<file path="config.mk">
export PLATFORM = sky130hd
export DESIGN_NAME = pwmts_top
export DESIGN_NICKNAME = d
export VERILOG_FILES = /design/src/common/pwmts_pkg.sv /design/src/common/pwmts_tb_if.sv /design/src/logic/pwmts_timer.sv /design/src/logic/pwmts_top.sv
export SDC_FILE = /design/constraint.sdc
export NUM_CORES = 1
export LEC_CHECK = 0
export BUFFER_PORTS_ARGS = -buffer_cell sky130_fd_sc_hd__clkbuf_2
export CORE_ASPECT_RATIO = 1.1
export CORE_MARGIN = 4
export CORE_UTILIZATION = 38
export DETAILED_ROUTE_END_ITERATION = 16
export SYNTH_ARGS = -nofsm -noshare
export SYNTH_HDL_FRONTEND = slang
export SYNTH_SLANG_ARGS = --single-unit
</file>
<file path="constraint.sdc">
create_clock -name CLK -period 3.4 [get_ports CLK]
set_input_delay 0 -clock CLK [delete_from_list [all_inputs] [get_ports CLK]]
set_output_delay 0 -clock CLK [all_outputs]
set_load 0.05 [all_outputs]
</file>
<file path="src/common/pwmts_pkg.sv">
// package: register map, field layout, reset values and timing counts of the pwm timing block
package pwmts_pkg;

    // ==================================================================
    // bus and structure
    localparam int ADDR_W   = 12;
    localparam int DATA_W   = 32;
    localparam int N_TIMERS = 3;
    localparam int N_CHANS  = 4;

    // ==================================================================
    // register offsets (byte addresses)
    localparam logic [ADDR_W-1:0] ROUTE_OFF     = 12'h000;
    localparam logic [ADDR_W-1:0] TPER_BASE     = 12'h010;
    localparam logic [ADDR_W-1:0] TCTL_BASE     = 12'h020;
    localparam logic [ADDR_W-1:0] TMR_STRIDE    = 12'h004;
    localparam logic [ADDR_W-1:0] CH_BASE       = 12'h040;
    localparam logic [ADDR_W-1:0] CH_STRIDE     = 12'h010;
    localparam logic [ADDR_W-1:0] CH_DUTY_OFF   = 12'h000;
    localparam logic [ADDR_W-1:0] CH_CTRL_OFF   = 12'h004;
    localparam logic [ADDR_W-1:0] CH_DBAND_OFF  = 12'h008;
    localparam logic [ADDR_W-1:0] CH_ACTIVE_OFF = 12'h00C;

    // ==================================================================
    // field positions
    localparam int TCTL_EN_BIT    = 0;
    localparam int TCTL_PS_LO     = 1;
    localparam int TCTL_CNT_LO    = 8;
    localparam int CTRL_EN_BIT    = 0;
    localparam int CTRL_DLSB_LO   = 4;
    localparam int CTRL_MODE_LO   = 6;
    localparam int SEL_W          = 2;

    // ==================================================================
    // reset values
    localparam logic [7:0] ROUTE_RST = 8'h00;
    localparam logic [7:0] TPER_RST  = 8'hFF;
    localparam logic [7:0] TCTL_RST  = 8'h00;
    localparam logic [7:0] CH_RST    = 8'h00;

    // ==================================================================
    // timing: timer ticks once per four oscillator periods at prescale 1, one clock each
    localparam int OSC_PER_TICK  = 4;
    localparam int DLY_UNIT_CYC  = OSC_PER_TICK;
    localparam int DLY_W         = 9;

    // ==================================================================
    // bus responses
    localparam logic [1:0] RESP_OKAY   = 2'h0;
    localparam logic [1:0] RESP_SLVERR = 2'h2;

    // timer routing codes
    typedef enum logic [1:0] {
        PWMTS_SEL_T2  = 2'b00,
        PWMTS_SEL_T4  = 2'b01,
        PWMTS_SEL_T6  = 2'b10,
        PWMTS_SEL_RSV = 2'b11
    } pwmts_sel_t;

    // output steering modes
    typedef enum logic [1:0] {
        PWMTS_MODE_SINGLE = 2'b00,
        PWMTS_MODE_FWD    = 2'b01,
        PWMTS_MODE_HALF   = 2'b10,
        PWMTS_MODE_REV    = 2'b11
    } pwmts_mode_t;

endpackage

</file>
<file path="src/common/pwmts_tb_if.sv">
// interface: time base of one timer as seen by the channels
interface pwmts_tb_if;
    logic [7:0] count;
    logic [1:0] fine;
    logic       wrap;
    modport src (output count, output fine, output wrap);
    modport snk (input count, input fine, input wrap);
endinterface

</file>
<file path="src/logic/pwmts_timer.sv">
// module: one 8-bit period timer with prescaler and 10-bit time base
module pwmts_timer
    import pwmts_pkg::*;
(
    input  wire logic       clk,
    input  wire logic       rst_n,
    input  wire logic       ce,
    input  wire logic       en,
    input  wire logic [1:0] presc,
    input  wire logic [7:0] period,
    pwmts_tb_if.src         tb
);
    logic [7:0] sub_q;
    logic [7:0] sub_d;
    logic [7:0] cnt_q;
    logic [7:0] cnt_d;
    logic [7:0] limit;
    logic [7:0] shifted;
    logic       tick_end;

    // ==================================================================
    // prescale 1/4/16/64 times four oscillator periods per timer tick
    always_comb begin
        limit    = 8'((OSC_PER_TICK << (2 * presc)) - 1);
        tick_end = (sub_q == limit);
        shifted  = sub_q >> (2 * presc);
        sub_d    = sub_q;
        cnt_d    = cnt_q;
        if (en) begin
            if (tick_end) begin
                sub_d = 8'h00;
                cnt_d = (cnt_q == period) ? 8'h00 : 8'(cnt_q + 8'h01);
            end else begin
                sub_d = 8'(sub_q + 8'h01);
            end
        end
    end

    always_ff @(posedge clk or negedge rst_n) begin
        if (!rst_n) begin
            sub_q <= 8'h00;
            cnt_q <= 8'h00;
        end else if (ce) begin
            sub_q <= sub_d;
            cnt_q <= cnt_d;
        end
    end

    assign tb.count = cnt_q;
    assign tb.fine  = shifted[1:0];
    assign tb.wrap  = en && tick_end && (cnt_q == period);

endmodule // pwmts_timer

</file>
<file path="src/logic/pwmts_top.sv">
// module: pwm timing block with timer routing, duty double buffer and dead band
//
// The register offsets and register access over AXI4-Lite were decided locally.
module pwmts_top
    import pwmts_pkg::*;
(
    input  wire logic              CLK,
    input  wire logic              RST_N,
    input  wire logic              CE,
    input  wire logic [ADDR_W-1:0] S_AXI_AWADDR,
    input  wire logic              S_AXI_AWVALID,
    output logic                   S_AXI_AWREADY,
    input  wire logic [DATA_W-1:0] S_AXI_WDATA,
    input  wire logic [3:0]        S_AXI_WSTRB,
    input  wire logic              S_AXI_WVALID,
    output logic                   S_AXI_WREADY,
    output logic [1:0]             S_AXI_BRESP,
    output logic                   S_AXI_BVALID,
    input  wire logic              S_AXI_BREADY,
    input  wire logic [ADDR_W-1:0] S_AXI_ARADDR,
    input  wire logic              S_AXI_ARVALID,
    output logic                   S_AXI_ARREADY,
    output logic [DATA_W-1:0]      S_AXI_RDATA,
    output logic [1:0]             S_AXI_RRESP,
    output logic                   S_AXI_RVALID,
    input  wire logic              S_AXI_RREADY,
    output logic [N_CHANS-1:0]     OUTPUT_A,
    output logic [N_CHANS-1:0]     OUTPUT_B,
    output logic [N_CHANS-1:0]     OUTPUT_C,
    output logic [N_CHANS-1:0]     OUTPUT_D
);
    // ==================================================================
    // register state
    logic [7:0]       pwm_timer_routing_select_q;
    logic [7:0]       pwm_timer_routing_select_d;
    logic [7:0]       period_limit_reg_q    [N_TIMERS];
    logic [7:0]       period_limit_reg_d    [N_TIMERS];
    logic [7:0]       timer_ctrl_q          [N_TIMERS];
    logic [7:0]       timer_ctrl_d          [N_TIMERS];
    logic [7:0]       duty_high_bits_reg_q  [N_CHANS];
    logic [7:0]       duty_high_bits_reg_d  [N_CHANS];
    logic [7:0]       channel_control_reg_q [N_CHANS];
    logic [7:0]       channel_control_reg_d [N_CHANS];
    logic [7:0]       dead_band_delay_reg_q [N_CHANS];
    logic [7:0]       dead_band_delay_reg_d [N_CHANS];

    // channel state
    logic [9:0]       active_duty_latch_q   [N_CHANS];
    logic [9:0]       active_duty_latch_d   [N_CHANS];
    logic             raw_q                 [N_CHANS];
    logic             raw_d                 [N_CHANS];
    logic [DLY_W-1:0] dly_q                 [N_CHANS];
    logic [DLY_W-1:0] dly_d                 [N_CHANS];
    logic [3:0]       outs_q                [N_CHANS];
    logic [3:0]       outs_d                [N_CHANS];

    // bus state
    logic              bvalid_q;
    logic              bvalid_d;
    logic [1:0]        bresp_q;
    logic [1:0]        bresp_d;
    logic              rvalid_q;
    logic              rvalid_d;
    logic [1:0]        rresp_q;
    logic [1:0]        rresp_d;
    logic [DATA_W-1:0] rdata_q;
    logic [DATA_W-1:0] rdata_d;
    logic              wr_go;
    logic              rd_go;

    // time bases
    logic [7:0]        t_count [N_TIMERS];
    logic [1:0]        t_fine  [N_TIMERS];
    logic              t_wrap  [N_TIMERS];

    // ==================================================================
    // three timers
    pwmts_tb_if tbus [N_TIMERS] ();

    for (genvar g = 0; g < N_TIMERS; g++) begin : g_tmr
        pwmts_timer u_timer (
            .clk    (CLK),
            .rst_n  (RST_N),
            .ce     (CE),
            .en     (timer_ctrl_q[g][TCTL_EN_BIT]),
            .presc  (timer_ctrl_q[g][TCTL_PS_LO +: 2]),
            .period (period_limit_reg_q[g]),
            .tb     (tbus[g])
        );
        assign t_count[g] = tbus[g].count;
        assign t_fine[g]  = tbus[g].fine;
        assign t_wrap[g]  = tbus[g].wrap;
    end

    // ==================================================================
    // axi4-lite handshakes: write address and data taken together
    assign wr_go         = CE && S_AXI_AWVALID && S_AXI_WVALID && !bvalid_q;
    assign rd_go         = CE && S_AXI_ARVALID && !rvalid_q;
    assign S_AXI_AWREADY = wr_go;
    assign S_AXI_WREADY  = wr_go;
    assign S_AXI_ARREADY = rd_go;
    assign S_AXI_BVALID  = bvalid_q;
    assign S_AXI_BRESP   = bresp_q;
    assign S_AXI_RVALID  = rvalid_q;
    assign S_AXI_RRESP   = rresp_q;
    assign S_AXI_RDATA   = rdata_q;

    // ==================================================================
    // register writes
    always_comb begin
        logic hit;
        hit = 1'b0;
        pwm_timer_routing_select_d = pwm_timer_routing_select_q;
        period_limit_reg_d         = period_limit_reg_q;
        timer_ctrl_d               = timer_ctrl_q;
        duty_high_bits_reg_d       = duty_high_bits_reg_q;
        channel_control_reg_d      = channel_control_reg_q;
        dead_band_delay_reg_d      = dead_band_delay_reg_q;
        bvalid_d = (bvalid_q && !S_AXI_BREADY) || wr_go;
        bresp_d  = bresp_q;
        if (wr_go) begin
            if (S_AXI_AWADDR == ROUTE_OFF) begin
                hit = 1'b1;
                if (S_AXI_WSTRB[0]) begin
                    pwm_timer_routing_select_d = S_AXI_WDATA[7:0];
                end
            end
            for (int t = 0; t < N_TIMERS; t++) begin
                if (S_AXI_AWADDR == 12'(TPER_BASE + t * TMR_STRIDE)) begin
                    hit = 1'b1;
                    if (S_AXI_WSTRB[0]) period_limit_reg_d[t] = S_AXI_WDATA[7:0];
                end else if (S_AXI_AWADDR == 12'(TCTL_BASE + t * TMR_STRIDE)) begin
                    hit = 1'b1;
                    if (S_AXI_WSTRB[0]) timer_ctrl_d[t] = S_AXI_WDATA[7:0];
                end
            end
            for (int c = 0; c < N_CHANS; c++) begin
                if (S_AXI_AWADDR == 12'(CH_BASE + c * CH_STRIDE + CH_DUTY_OFF)) begin
                    hit = 1'b1;
                    if (S_AXI_WSTRB[0]) duty_high_bits_reg_d[c] = S_AXI_WDATA[7:0];
                end else if (S_AXI_AWADDR == 12'(CH_BASE + c * CH_STRIDE + CH_CTRL_OFF)) begin
                    hit = 1'b1;
                    if (S_AXI_WSTRB[0]) channel_control_reg_d[c] = S_AXI_WDATA[7:0];
                end else if (S_AXI_AWADDR == 12'(CH_BASE + c * CH_STRIDE + CH_DBAND_OFF)) begin
                    hit = 1'b1;
                    if (S_AXI_WSTRB[0]) dead_band_delay_reg_d[c] = {1'b0, S_AXI_WDATA[6:0]};
                end else if (S_AXI_AWADDR == 12'(CH_BASE + c * CH_STRIDE + CH_ACTIVE_OFF)) begin
                    hit = 1'b1;
                end
            end
            bresp_d = hit ? RESP_OKAY : RESP_SLVERR;
        end
    end

    // ==================================================================
    // register reads
    always_comb begin
        logic hit;
        hit      = 1'b0;
        rvalid_d = (rvalid_q && !S_AXI_RREADY) || rd_go;
        rresp_d  = rresp_q;
        rdata_d  = rdata_q;
        if (rd_go) begin
            rdata_d = '0;
            if (S_AXI_ARADDR == ROUTE_OFF) begin
                hit     = 1'b1;
                rdata_d = {24'h00_0000, pwm_timer_routing_select_q};
            end
            for (int t = 0; t < N_TIMERS; t++) begin
                if (S_AXI_ARADDR == 12'(TPER_BASE + t * TMR_STRIDE)) begin
                    hit     = 1'b1;
                    rdata_d = {24'h00_0000, period_limit_reg_q[t]};
                end else if (S_AXI_ARADDR == 12'(TCTL_BASE + t * TMR_STRIDE)) begin
                    hit     = 1'b1;
                    rdata_d = {16'h0000, t_count[t], timer_ctrl_q[t]};
                end
            end
            for (int c = 0; c < N_CHANS; c++) begin
                if (S_AXI_ARADDR == 12'(CH_BASE + c * CH_STRIDE + CH_DUTY_OFF)) begin
                    hit     = 1'b1;
                    rdata_d = {24'h00_0000, duty_high_bits_reg_q[c]};
                end else if (S_AXI_ARADDR == 12'(CH_BASE + c * CH_STRIDE + CH_CTRL_OFF)) begin
                    hit     = 1'b1;
                    rdata_d = {24'h00_0000, channel_control_reg_q[c]};
                end else if (S_AXI_ARADDR == 12'(CH_BASE + c * CH_STRIDE + CH_DBAND_OFF)) begin
                    hit     = 1'b1;
                    rdata_d = {24'h00_0000, dead_band_delay_reg_q[c]};
                end else if (S_AXI_ARADDR == 12'(CH_BASE + c * CH_STRIDE + CH_ACTIVE_OFF)) begin
                    hit     = 1'b1;
                    rdata_d = {16'h0000, outs_q[c], raw_q[c], 1'b0, active_duty_latch_q[c]};
                end
            end
            rresp_d = hit ? RESP_OKAY : RESP_SLVERR;
        end
    end

    // ==================================================================
    // channel waveform generation
    always_comb begin
        pwmts_sel_t       sel;
        pwmts_mode_t      mode;
        logic [7:0]       cnt;
        logic [1:0]       fine;
        logic             wrap;
        logic             live;
        logic [9:0]       duty;
        logic [DLY_W-1:0] dly_len;
        logic             settled;
        logic             mod_hi;
        logic             mod_lo;
        sel = PWMTS_SEL_T2;
        mode = PWMTS_MODE_SINGLE;
        cnt = 8'h00;
        fine = 2'b00;
        wrap = 1'b0;
        live = 1'b0;
        duty = 10'h000;
        dly_len = '0;
        settled = 1'b0;
        mod_hi = 1'b0;
        mod_lo = 1'b0;
        for (int c = 0; c < N_CHANS; c++) begin
            sel  = pwmts_sel_t'(pwm_timer_routing_select_q[SEL_W*c +: SEL_W]);
            mode = pwmts_mode_t'(channel_control_reg_q[c][CTRL_MODE_LO +: 2]);
            live = channel_control_reg_q[c][CTRL_EN_BIT];
            duty = {duty_high_bits_reg_q[c], channel_control_reg_q[c][CTRL_DLSB_LO +: 2]};
            case (sel)
                PWMTS_SEL_T2: begin
                    cnt = t_count[0]; fine = t_fine[0]; wrap = t_wrap[0];
                end
                PWMTS_SEL_T4: begin
                    cnt = t_count[1]; fine = t_fine[1]; wrap = t_wrap[1];
                end
                PWMTS_SEL_T6: begin
                    cnt = t_count[2]; fine = t_fine[2]; wrap = t_wrap[2];
                end
                default: begin
                    cnt = 8'h00; fine = 2'b00; wrap = 1'b0; live = 1'b0;
                end
            endcase
            active_duty_latch_d[c] = active_duty_latch_q[c];
            raw_d[c] = raw_q[c];
            if (!live) begin
                raw_d[c] = 1'b0;
            end else if (wrap) begin
                active_duty_latch_d[c] = duty;
                raw_d[c] = (duty != 10'h000);
            end else if ({cnt, fine} == active_duty_latch_q[c]) begin
                raw_d[c] = 1'b0;
            end
            // dead band: count restarts on every edge of the raw wave
            dly_len = DLY_W'(dead_band_delay_reg_q[c][6:0] * DLY_UNIT_CYC);
            if (raw_d[c] != raw_q[c]) begin
                dly_d[c] = '0;
            end else if (dly_q[c] < dly_len) begin
                dly_d[c] = DLY_W'(dly_q[c] + 1'b1);
            end else begin
                dly_d[c] = dly_q[c];
            end
            settled = (raw_d[c] == raw_q[c]) && (dly_q[c] >= dly_len);
            mod_hi  = raw_q[c] && settled;
            mod_lo  = !raw_q[c] && settled;
            case (mode)
                PWMTS_MODE_SINGLE: outs_d[c] = {3'b000, mod_hi};
                PWMTS_MODE_HALF:   outs_d[c] = {2'b00, mod_lo, mod_hi};
                PWMTS_MODE_FWD:    outs_d[c] = {mod_hi, 2'b00, 1'b1};
                default:           outs_d[c] = {1'b0, 1'b1, mod_hi, 1'b0};
            endcase
            if (!live) outs_d[c] = 4'h0;
        end
    end

    // ==================================================================
    // state registers
    always_ff @(posedge CLK or negedge RST_N) begin
        if (!RST_N) begin
            pwm_timer_routing_select_q <= ROUTE_RST;
            for (int t = 0; t < N_TIMERS; t++) begin
                period_limit_reg_q[t] <= TPER_RST;
                timer_ctrl_q[t]       <= TCTL_RST;
            end
            for (int c = 0; c < N_CHANS; c++) begin
                duty_high_bits_reg_q[c]  <= CH_RST;
                channel_control_reg_q[c] <= CH_RST;
                dead_band_delay_reg_q[c] <= CH_RST;
                active_duty_latch_q[c]   <= 10'h000;
                raw_q[c]                 <= 1'b0;
                dly_q[c]                 <= '0;
                outs_q[c]                <= 4'h0;
            end
            bvalid_q <= 1'b0;
            bresp_q  <= RESP_OKAY;
            rvalid_q <= 1'b0;
            rresp_q  <= RESP_OKAY;
            rdata_q  <= '0;
        end else if (CE) begin
            pwm_timer_routing_select_q <= pwm_timer_routing_select_d;
            period_limit_reg_q         <= period_limit_reg_d;
            timer_ctrl_q               <= timer_ctrl_d;
            duty_high_bits_reg_q       <= duty_high_bits_reg_d;
            channel_control_reg_q      <= channel_control_reg_d;
            dead_band_delay_reg_q      <= dead_band_delay_reg_d;
            active_duty_latch_q        <= active_duty_latch_d;
            raw_q                      <= raw_d;
            dly_q                      <= dly_d;
            outs_q                     <= outs_d;
            bvalid_q                   <= bvalid_d;
            bresp_q                    <= bresp_d;
            rvalid_q                   <= rvalid_d;
            rresp_q                    <= rresp_d;
            rdata_q                    <= rdata_d;
        end
    end

    for (genvar c = 0; c < N_CHANS; c++) begin : g_out
        assign OUTPUT_A[c] = outs_q[c][0];
        assign OUTPUT_B[c] = outs_q[c][1];
        assign OUTPUT_C[c] = outs_q[c][2];
        assign OUTPUT_D[c] = outs_q[c][3];
    end

endmodule // pwmts_top

</file>
After elaboration in Yosys (flattened, before gate mapping). Cells that the tools add are included.

Register bits: 330. Input bits: 68. Output and inout bits: 57. Logic and storage cells: 377.

Add/sub/neg operators: 13. Magnitude comparators: 8. Equal/unequal tests: 78. Shift-type cells: 6. Mux-type cells: 123. Bitwise gates (word level): 11. Reductions and logical operators: 92.

Operator list (number): 32-bit two-way mux (22); 12-bit by 7-bit == test with 1-bit output (second input constant) (32); 8-bit case mux with 3 select lines (4); 12-bit by 5-bit == test with 1-bit output (second input constant) (6); 12-bit by 6-bit == test with 1-bit output (second input constant) (6); 9-bit two-way mux (8); 1-bit two-way mux (64); 8-bit two-way mux (7); 8-bit by 1-bit adder with 8-bit output (second input constant) (6); 8-bit == test (6); 4-bit case mux with 3 select lines (4); 10-bit == test (4); 10-bit nonzero test (4); 9-bit by 1-bit adder with 9-bit output (second input constant) (4); 9-bit greater-or-equal comparator (4); 9-bit < comparator (4); 5-bit AND reduction (7); 4-bit AND reduction (8); 1-bit logical AND (25); 12-bit zero test (2); 2-bit case mux with 3 select lines (4); 6-bit AND reduction (4); 3-bit by 3-bit left shift with 8-bit output (first input constant) (3); 8-bit by 3-bit >> shifter with 2-bit output (3); other kinds (16) (90).

Longest topological paths before layout. Gate-level depths: netlist of run 1.

Depth after elaboration: 26. Gate-level depth with buffers: 14. Gate-level depth less buffers: 11.

Cells and area by module. From an unflattened synthesis of run 1, not the netlist that was laid out.

Cell total of the unflattened synthesis: 2007. Area, all modules: 19471.2 sq um.

By module, submodules not included: pwmts_top (times used 1, cells each 1659, area each 16280.6 sq um, sequential area each 6636.4 sq um); pwmts_timer (times used 3, cells each 116, area each 1063.5 sq um, sequential area each 400.4 sq um).

Worst setup path after synthesis of run 1. No wires, ideal clock.

Kind: register -> register. Start: reg bvalid_q, in the netlist S_AXI_BVALID. End: reg channel_control_reg_q[16] (netlist name). Library setup time: 125 ps. Arrival: 2995 ps. Required time: 3275 ps. Slack: 280 ps. Stages on the path, launching flop included: 8. Path buffers: 2. Clock period less this slack: 3120 ps. Cells stage by stage: dfrtp_1 -> and4b_1 -> clkbuf_1 -> nand2_1 -> or4b_1 -> clkbuf_1 -> nor2_1 -> mux2_2.

Longest elaborated chain between the ends: 3.

Ends and longest elaborated chain: start: declaration (line pwmts_top.sv:58) `logic bvalid_q;`; start signal: assignment (line pwmts_top.sv:307) `bvalid_q <= bvalid_d;`; 1-bit zero test (line pwmts_top.sv:97) `assign wr_go = CE && S_AXI_AWVALID && S_AXI_WVALID && !bvalid_q;`; 1-bit logical AND (line pwmts_top.sv:97); named net S_AXI_AWREADY (line pwmts_top.sv:12) `output logic S_AXI_AWREADY,`; 5-bit AND reduction (no source line); end signal: assignment (line pwmts_top.sv:301) `channel_control_reg_q <= channel_control_reg_d;`; end: declaration (line pwmts_top.sv:42) `logic [7:0] channel_control_reg_q [N_CHANS];`.

The timed path passes the listed nets, and every way through them passes these cells. A chain may end at the register's enable or synchronous reset.

Worst setup path after layout of run 1.
Start: reg timer_ctrl_q[10] (netlist name). End: reg dly_q[23] (netlist name).

Longest elaborated chain between the ends: 11. Elaborated cells between the ends (all ways): 16. Those cells by class: 1 x add/sub; 3 x eq/ne; 2 x shift; 6 x mux; 4 x reduce/logical.

Ends and longest elaborated chain: start: declaration (line pwmts_top.sv:38) `logic [7:0] timer_ctrl_q [N_TIMERS];`; start signal: assignment (line pwmts_top.sv:299) `timer_ctrl_q <= timer_ctrl_d;`; 3-bit by 3-bit left shift with 8-bit output (line pwmts_timer.sv:24) `limit = 8'((OSC_PER_TICK << (2 * presc)) - 1);`; 8-bit by 2-bit subtractor with 8-bit output (line pwmts_timer.sv:24); 8-bit == test (line pwmts_timer.sv:25) `tick_end = (sub_q == limit);`; 1-bit logical AND (2 in series) (line pwmts_timer.sv:51) `assign tb.wrap = en && tick_end && (cnt_q == period);`; 1-bit case mux with 3 select lines (line pwmts_top.sv:227) `case (sel)`; 1-bit two-way mux * (line pwmts_top.sv:245) `end else if (wrap) begin`; 1-bit two-way mux * (line pwmts_top.sv:243) `if (!live) begin`; 1-bit inequality test * (line pwmts_top.sv:253) `if (raw_d[c] != raw_q[c]) begin`; 2-bit nonzero test (no source line); 2-bit AND reduction (no source line); end signal: assignment (line pwmts_top.sv:305) `dly_q <= dly_d;`; end: declaration (line pwmts_top.sv:52) `logic [DLY_W-1:0] dly_q [N_CHANS];`.

Mark *: on every way between the ends. The rest lies on a longest branch, timed or not.

==> results of run 1 <==
==> worst reg2reg max path: stages (launching register included) <==
cell	delay (ns)
sky130_fd_sc_hd__dfrtp_1	0.43
sky130_fd_sc_hd__or2_2	0.29
sky130_fd_sc_hd__ha_1	0.31
sky130_fd_sc_hd__xor2_1	0.14
sky130_fd_sc_hd__o2111ai_1	0.14
sky130_fd_sc_hd__a31oi_2	0.11
sky130_fd_sc_hd__and3_1	0.27
sky130_fd_sc_hd__a22o_1	0.26
sky130_fd_sc_hd__or3b_1	0.37
sky130_fd_sc_hd__o21ai_1	0.16
sky130_fd_sc_hd__buf_4	0.19
sky130_fd_sc_hd__and2_0	0.33
sky130_fd_sc_hd__nor2_1	0.09
==> through the flow <==
step | setup WS (ns) | hold WS [ns] | util, %
2_1_floorplan | 0.280 | -0.296 | -
3_3_place_gp | 0.290 | 0.121 | 40.9
3_5_place_dp | 0.212 | 0.142 | 40.9
4_1_cts | 0.200 | 0.0335 | 43.5
5_1_grt | 0.0000950 | 0.0794 | 43.5
6_report | 0.195 | 0.0357 | 43.5
==> where the power goes <==
part	switching (mW)	internal, mW
Clock	1.67	2.40
Sequential	0.138	3.85
Combinational	0.643	0.291
==> cell usage after synthesis (24+ instances only) <==
master / count / area (sq um)
sky130_fd_sc_hd__a21oi_1: 61 / 305
sky130_fd_sc_hd__dfstp_2: 24 / 631
sky130_fd_sc_hd__o21ai_0: 139 / 696
sky130_fd_sc_hd__mux2i_1: 55 / 551
sky130_fd_sc_hd__nor3_1: 38 / 190
sky130_fd_sc_hd__ha_1: 45 / 563
sky130_fd_sc_hd__o2bb2ai_1: 24 / 210
sky130_fd_sc_hd__nand4_1: 48 / 300
sky130_fd_sc_hd__mux2_2: 166 / 1870
sky130_fd_sc_hd__nor2b_1: 31 / 194
sky130_fd_sc_hd__and3_1: 28 / 175
sky130_fd_sc_hd__nand2_1: 167 / 627
sky130_fd_sc_hd__xnor2_1: 75 / 657
sky130_fd_sc_hd__dfrtp_1: 288 / 7210
sky130_fd_sc_hd__nand3_1: 58 / 290
sky130_fd_sc_hd__nor2_1: 144 / 541
sky130_fd_sc_hd__buf_2: 28 / 140
sky130_fd_sc_hd__clkbuf_1: 77 / 289
sky130_fd_sc_hd__inv_1: 59 / 221
sky130_fd_sc_hd__xor2_1: 29 / 254
==> cell usage in the layout (no fill, tap or decap), types with 23 or more instances in the layout <==
master and n:
sky130_fd_sc_hd__clkbuf_2 78, sky130_fd_sc_hd__nor3_1 38, sky130_fd_sc_hd__xnor2_1 75, sky130_fd_sc_hd__inv_1 59, sky130_fd_sc_hd__xor2_1 29, sky130_fd_sc_hd__nand2_1 167, sky130_fd_sc_hd__buf_4 97, sky130_fd_sc_hd__a21oi_1 61
sky130_fd_sc_hd__o21ai_0 139, sky130_fd_sc_hd__nand3_1 58, sky130_fd_sc_hd__o2bb2ai_1 24, sky130_fd_sc_hd__dfstp_2 24, sky130_fd_sc_hd__nand4_1 48, sky130_fd_sc_hd__dfrtp_1 288, sky130_fd_sc_hd__a22oi_1 23, sky130_fd_sc_hd__mux2i_1 55
sky130_fd_sc_hd__nor2b_1 31, sky130_fd_sc_hd__clkbuf_16 39, sky130_fd_sc_hd__mux2_2 166, sky130_fd_sc_hd__nor2_1 143, sky130_fd_sc_hd__and3_1 28, sky130_fd_sc_hd__ha_1 45
==> area by class of cell <==
class | count | area share [%]
Clock inverter | 12 | 0.575
Timing Repair Buffer | 185 | 5.71
Sequential cell | 312 | 36.0
Inverter | 59 | 1.02
Tap cell | 660 | 3.79
Multi-Input combinational cell | 1479 | 47.9
Clock buffer | 55 | 5.03
==> metal layers <==
metal	up-vias	global-route usage, %	part of all wire, %
met2	815	40.3	46
met4	2	12.2	5.9
met5	-	0	0.016
met1	8256	31.5	40
li1	7374	-	-
met3	229	4.22	7.4
==> what timing repair did <==
action	in CTS	in global routing
endpoints found under the setup margin	0	8
hold buffers	7	0
gates resized for setup	0	2
endpoints found under the hold margin	96	0
==> final timing paths <==
check	start	end	slack, ns	depth (start not counted)
max	timer_ctrl_q[10]$_DFFE_PN0P_	dly_q[23]$_DFFE_PN0P_	0.19	12
min	S_AXI_WDATA[3]	dead_band_delay_reg_q[27]$_DFFE_PN0P_	0.04	3
max reg2reg	timer_ctrl_q[10]$_DFFE_PN0P_	dly_q[23]$_DFFE_PN0P_	0.19	12
min reg2reg	S_AXI_RDATA[15]$_DFFE_PN0P_	S_AXI_RDATA[15]$_DFFE_PN0P_	0.49	2
max in group asynchronous	RST_N	period_limit_reg_q[17]$_DFFE_PN1P_	2.28	3
min in group asynchronous	RST_N	dly_q[3]$_DFFE_PN0P_	0.06	2
==> sequential cells by signal (all words and copies together), names as in the netlist, 8 cells and up <==
| signal | count |
|---|---|
| active_duty_latch_q | 40 |
| dly_q | 36 |
| channel_control_reg_q | 32 |
| duty_high_bits_reg_q | 32 |
| dead_band_delay_reg_q | 28 |
| g_tmr.u_timer.sub_q | 24 |
| g_tmr.u_timer.tb.count | 24 |
| period_limit_reg_q | 24 |
| timer_ctrl_q | 24 |
| S_AXI_RDATA | 16 |
| pwm_timer_routing_select_q | 8 |
==> cell families (layout without fill, tap and decap cells) <==
family                     count (synthesis)  in the layout  share of synthesized area, %
AOI/OAI and AO/OA                        437            437                          15.3
xor gates and xnor gates                 105            105                          4.84
adders and majority gates                 45             45                          2.94
buffers and inverters                    206            311                          5.05
DFF                                      312            312                          40.9
muxes                                    233            233                          13.7
other                                      1             18                        0.0196
and+or+nand+nor                          641            641                          17.3
==> summary.txt, run 1 <==
Power and ir drop
  – Maximum ir drop on the vdd rail: 0.335 mV
  – Total power consumption of the routed design: 8.99 mW
  – Power per cell area: 413 nW/um^2
  – Leakage power of the design: 9.64 nW

Critical path
  – Ordered cell list for the critical path: or2_2 > ha_1 > xor2_1 > o2111ai_1 > a31oi_2 > and3_1 > a22o_1 > or3b_1 > o21ai_1 > buf_4 > and2_0 > nor2_1
  – Critical Path Max Stage Delay: 0.43 ns
  – CP max stage cell: sky130_fd_sc_hd__dfrtp_1
  – WP buf/inv: 1
  – Crit-path leading delay family: simple AND/OR/NAND/NOR gates
  – Endpoint type of the worst setup path: flop
  – Endpoint required time on the critical path: 3.82 ns
  – Crit path arrival time: 3.63 ns
  – Largest driver fanout on the critical path: 7
  – Critical path type: flop to flop
  – Nature of the critical path startpoint: flop

CTS
  – H-tree levels: 2
  – Clock edge transition at the registers on the reported setup and hold paths: 0.06 ns
  – Post-CTS Setup Repair Bufs: 0
  – Buffers from clock root to sink, at most: 3
  – Clock insertion delay at the later pin of the skew report: 0.58 ns
  – Cell chosen for the clock root: sky130_fd_sc_hd__clkbuf_16
  – TritonCTS clock tree: built
  – TritonCTS Buffers: 38
  – Number of sinks on the clock net: 312

Global routing
  – Maximum number of pins on one net before global-route repair: 102
  – GRT Util Overall: 24.6%
  – Number of antenna violations at the first check in global routing: 1
  – Total congestion overflow after global routing: 0
  – First-pass GRT wire length: 103000 microns
  – Via count of the first global-routing pass: 16532

Hold path
  – Path class of the lowest-slack min-delay path: input pin to flop

Timing
  – Final count of pins violating max slew: 0
  – Clock period minus final worst setup slack: 3.21 ns
  – Final worst clock skew: 0.0377 ns
  – RSZ-0062 raised after global routing: no
  – Tightest Pin Transition: 0.907 ns
  – Peak Freq: 312 MHz
  – Final period util: 94.3%
  – Relative slew margins: 39.6%
  – Sum of negative setup slack: 0 ns
  – Final Hold Viols: 0
  – Final Setup Violations: 0

Yosys
  – Share of flip-flops with an asynchronous set or reset: 100%
  – Most frequently used flop master after synthesis: sky130_fd_sc_hd__dfrtp_1
  – Cell area after synthesis: 19200 sq um
  – Synth Instances: 1980
  – Per-instance average area after synthesis: 9.68 sq um
  – Unique masters post-synth: 94
  – Number of flip-flops and latches in the synthesized netlist: 312
  – Yosys warning total: 0
  – EDFF count, synth: 0
  – Fraction of the yosys area taken by sequential cells: 40.9%

Drt
  – Number of vias in the routed layout: 16676
  – Sum of routed wire length over all layers: 67800 microns
  – Violation count after the first detailed-route iteration: 1685
  – Via/cell ratio: 6.04
  – Number of detailed-routing iterations run before antenna repair: 7
  – Post-DRT Antenna Nets: 0
  – Average routed wire per standard cell: 24.5 microns
  – Number of remaining DRC errors: 0

Final layout
  – Final design instance area without fill: 21800 sq um
  – Layout Area Growth over Synthesis: 13.6%
  – Number of nets in the finished design: 2188
  – Non-filler cells, final: 2762
  – Layout cell share with drive strength beyond 1: 22.8%
  – Fill cell total of the finished layout: 4813
  – Area taken by flip-flops and latches: 7840 sq um
  – Multi-input gate area: 10400 sq um
  – Antenna diode count: 0

Placed design
  – Post-DP HPWL: 50300 microns
  – Post-detailed-placement cell area: 20500 sq um
  – Weighted congestion at the end of routability-driven global placement: 1.02
  – Port-buffer cells: 79
  – Placed insts: 2688

Job
  – Max-cap viol count: 0

Floorplanning
  – Horiz. Die Dim: 222 microns
  – CORE AREA: 50000 sq um
  – Die Height: 244 microns
  – Die ar.: 54100 sq um
  – Std-Cell Rows: 86
  – Effective utilization at floorplan: 38.3%
  – Io pins: 125

Run status
  – Outcome: finished clean
Note: power is estimated with default switching activity, not from simulation.
==> inputs of run 2 (changes only) <==
--- a/config.mk
+++ b/config.mk
@@ -10,6 +10,7 @@
 export CORE_MARGIN = 4
 export CORE_UTILIZATION = 38
 export DETAILED_ROUTE_END_ITERATION = 16
+export RECOVER_POWER = 25
 export SYNTH_ARGS = -nofsm -noshare
 export SYNTH_HDL_FRONTEND = slang
 export SYNTH_SLANG_ARGS = --single-unit
==> run 2 against run 1 <==
Compared with the run above:
- the flow now finishes with violations (max-capacitance violations, max-slew violations)
- sequential cell count stayed put
- via count hardly changed
- wire length hardly changed
- non-clock buffer count did not move
- sequential share of layout area is essentially flat
- clock skew is 0.0027 ns lower
- highest routed layer unchanged
==> summary.txt, run 2 (same netlist as run 1, synthesis figures left out) <==
Final layout
  – Antenna diode count: 0 (unchanged)
  – Number of nets in the finished design: 2188 (unchanged)
  – Commonest non-fill, non-tap cell in the layout: sky130_fd_sc_hd__dfrtp_1 (unchanged)
  – Top library cells by usage in the layout, fill and taps aside: sky130_fd_sc_hd__dfrtp_1 (288), sky130_fd_sc_hd__nand2_1 (167), sky130_fd_sc_hd__mux2_2 (166) (unchanged)
  – Register containing the most flip-flops in the final layout: active_duty_latch_q (unchanged)
  – Layout cell share with drive strength beyond 1: 22.8% (unchanged)
  – Registers with the most flip-flops: active_duty_latch_q x40, dly_q x36 (unchanged)
  – Layout Area Growth over Synthesis: 13.6% (about the same)
  – Max FFs per register: 40 (unchanged)

Critical path
  – Crit path top cell by count: sky130_fd_sc_hd__buf_4
  – Origin of the worst setup path: timer_ctrl_q[2]$_DFFE_PN0P_ (was timer_ctrl_q[10]$_DFFE_PN0P_)
  – Crit path arrival time: 3.67 ns (was 3.63 ns)
  – Endpoint type of the worst setup path: flop (unchanged)
  – Nature of the critical path startpoint: flop (unchanged)
  – Largest driver fanout on the critical path: 11 (was 7)
  – Ordered cell list for the critical path: buf_4 > nand2b_1 > ha_1 > xor2_1 > nand3_1 > a21oi_1 > buf_4 > nand4_1 > nand3_2 > buf_4 > nor3_4 > nor3_2 > or4_1 > a21oi_1 (was or2_2 > ha_1 > xor2_1 > o2111ai_1 > a31oi_2 > and3_1 > a22o_1 > or3b_1 > o21ai_1 > buf_4 > and2_0 > nor2_1)
  – Critical path type: flop to flop (unchanged)
  – Reg2reg path depth: 14 (was 12)
  – CP max stage cell: sky130_fd_sc_hd__or4_1 (was sky130_fd_sc_hd__dfrtp_1)
  – Endpoint required time on the critical path: 3.87 ns (was 3.82 ns)
  – Reg2reg start: timer_ctrl_q[2]$_DFFE_PN0P_ (was timer_ctrl_q[10]$_DFFE_PN0P_)
  – Critical Path Max Stage Delay: 0.51 ns (was 0.43 ns)

Hold path
  – Path class of the lowest-slack min-delay path: input pin to flop (unchanged)
  – Startpoint of the most critical hold path: S_AXI_WDATA[3] (unchanged)
  – Worst Hold Depth: 3 (unchanged)

Global routing
  – Number of antenna violations at the first check in global routing: 1 (unchanged)
  – GRT Util Overall: 24.6% (unchanged)
  – Maximum number of pins on one net before global-route repair: 102 (unchanged)
  – Via count of the first global-routing pass: 16532 (unchanged)
  – First-pass GRT wire length: 103000 microns (unchanged)
  – Total congestion overflow after global routing: 0 (unchanged)

Floorplanning
  – Effective utilization at floorplan: 38.3% (unchanged)
  – CORE AREA: 50000 sq um (unchanged)
  – Std-Cell Rows: 86 (unchanged)
  – Io pins: 125 (unchanged)
  – Die ar.: 54100 sq um (unchanged)
  – Horiz. Die Dim: 222 microns (unchanged)
  – Die Height: 244 microns (unchanged)

Power and ir drop
  – Total power consumption of the routed design: 9.00 mW (was 8.99 mW)
  – Power per cell area: 414 nW/um^2 (was 413 nW/um^2)
  – Leakage power of the design: 9.64 nW (about the same)
  – Maximum ir drop on the vdd rail: 0.338 mV (was 0.335 mV)

Timing
  – Clock period minus final worst setup slack: 3.20 ns (was 3.21 ns)
  – Final worst clock skew: 0.0350 ns (was 0.0377 ns)
  – Peak Freq: 312 MHz (about the same)
  – Final Hold Viols: 0 (unchanged)
  – RSZ-0062 raised after global routing: no (unchanged)
  – Tightest Pin Transition: 2.92 ns (was 0.907 ns)
  – Final period util: 94.1% (was 94.3%)
  – Sum of negative setup slack: 0 ns (unchanged)
  – Relative slew margins: -94.4% (was 39.6%)
  – Final Setup Violations: 0 (unchanged)
  – Final count of pins violating max slew: 100 (was 0)
  – Worst hold slack: 0.0376 ns (was 0.0357 ns)

Drt
  – Number of remaining DRC errors: 0 (unchanged)
  – Average routed wire per standard cell: 24.6 microns (was 24.5 microns)
  – Number of vias in the routed layout: 16677 (was 16676)
  – Post-DRT Antenna Nets: 0 (unchanged)
  – Violation count after the first detailed-route iteration: 1684 (was 1685)
  – Number of detailed-routing iterations run before antenna repair: 6 (was 7)
  – Via/cell ratio: 6.04 (about the same)
  – Sum of routed wire length over all layers: 67800 microns (about the same)

Placed design
  – Post-DP HPWL: 50300 microns (unchanged)
  – Weighted congestion at the end of routability-driven global placement: 1.02 (unchanged)
  – Port-buffer cells: 79 (unchanged)

CTS
  – Post-CTS Setup Repair Bufs: 0 (unchanged)
  – Cell chosen for the clock root: sky130_fd_sc_hd__clkbuf_16 (unchanged)
  – TritonCTS clock tree: built (unchanged)
  – Number of sinks on the clock net: 312 (unchanged)
  – Clock edge transition at the registers on the reported setup and hold paths: 0.06 ns (about the same)
  – H-tree levels: 2 (unchanged)
  – Clock insertion delay at the later pin of the skew report: 0.57 ns (was 0.58 ns)
  – TritonCTS Buffers: 38 (unchanged)
  – Buffers from clock root to sink, at most: 3 (unchanged)

Run status
  – Outcome: finished with violations (was finished clean)
  – Violated checks: max-capacitance violations, max-slew violations

Job
  – Max-cap viol count: 1 (was 0)
## run 2: layout make-up
class                           instances  area, sq um
Clock buffer                           55         1100
Fill cell                            4815        28300
Sequential cell                       312         7840
Clock inverter                         12          125
Multi-Input combinational cell       1479        10400
Inverter                               59          221
Tap cell                              660          826
Timing Repair Buffer                  185         1230
## run 2: timing repair
| item | 4_1_cts | 5_1_grt |
|---|---|---|
| hold buffers | 7 | 0 |
| endpoints found under the setup margin | 0 | 8 |
| resized for setup | 0 | 2 |
| endpoints found under the hold margin | 96 | 0 |
## run 2: through the flow
| step | instances | worst slack (ns) | util, % | area, sq um |
|---|---|---|---|---|
| 6_report | 2762 | 0.199 | 43.5 | 21800 |
| 5_1_grt | 2762 | 0.0000950 | 43.5 | 21800 |
| 4_1_cts | 2762 | 0.200 | 43.5 | 21800 |
| 3_5_place_dp | 2688 | 0.212 | 40.9 | 20500 |
| 3_3_place_gp | 2688 | 0.290 | 40.9 | 20500 |
| 2_1_floorplan | 1997 | 0.280 | - | 19200 |
## run 2: path summary, 6_finish.rpt
path	endpoint	slack, ns
setup reg to reg	dly_q[17]$_DFFE_PN0P_	0.20
hold / removal	dead_band_delay_reg_q[27]$_DFFE_PN0P_	0.04
max in group asynchronous	duty_high_bits_reg_q[21]$_DFFE_PN0P_	0.80
min in group asynchronous	dly_q[3]$_DFFE_PN0P_	0.88
hold reg to reg	S_AXI_RDATA[15]$_DFFE_PN0P_	0.49
setup / recovery	dly_q[17]$_DFFE_PN0P_	0.20
## run 2: worst max-delay path, delay by kind of cell (launching register included)
kind            cells  cell delay, ns
buf+inv             3            0.56
flops               1            0.41
compound gates      2            0.21
fa+ha+maj           1            0.29
xor+xnor            1            0.15
simple gates        7            1.51
## run 2: where the power goes
| part | switching, mW | internal (mW) |
|---|---|---|
| combinational | 0.645 | 0.292 |
| sequential | 0.138 | 3.85 |
| clock | 1.68 | 2.40 |
| total | 2.46 | 6.54 |
## run 2: layer usage
layer,vias to the layer above,routed length [microns],GRT usage [%]
li1,7382,-,-
met1,8308,27300,31.5
met2,785,31800,40.3
met3,200,4980,4.22
met4,2,3700,12.2
met5,-,10,0
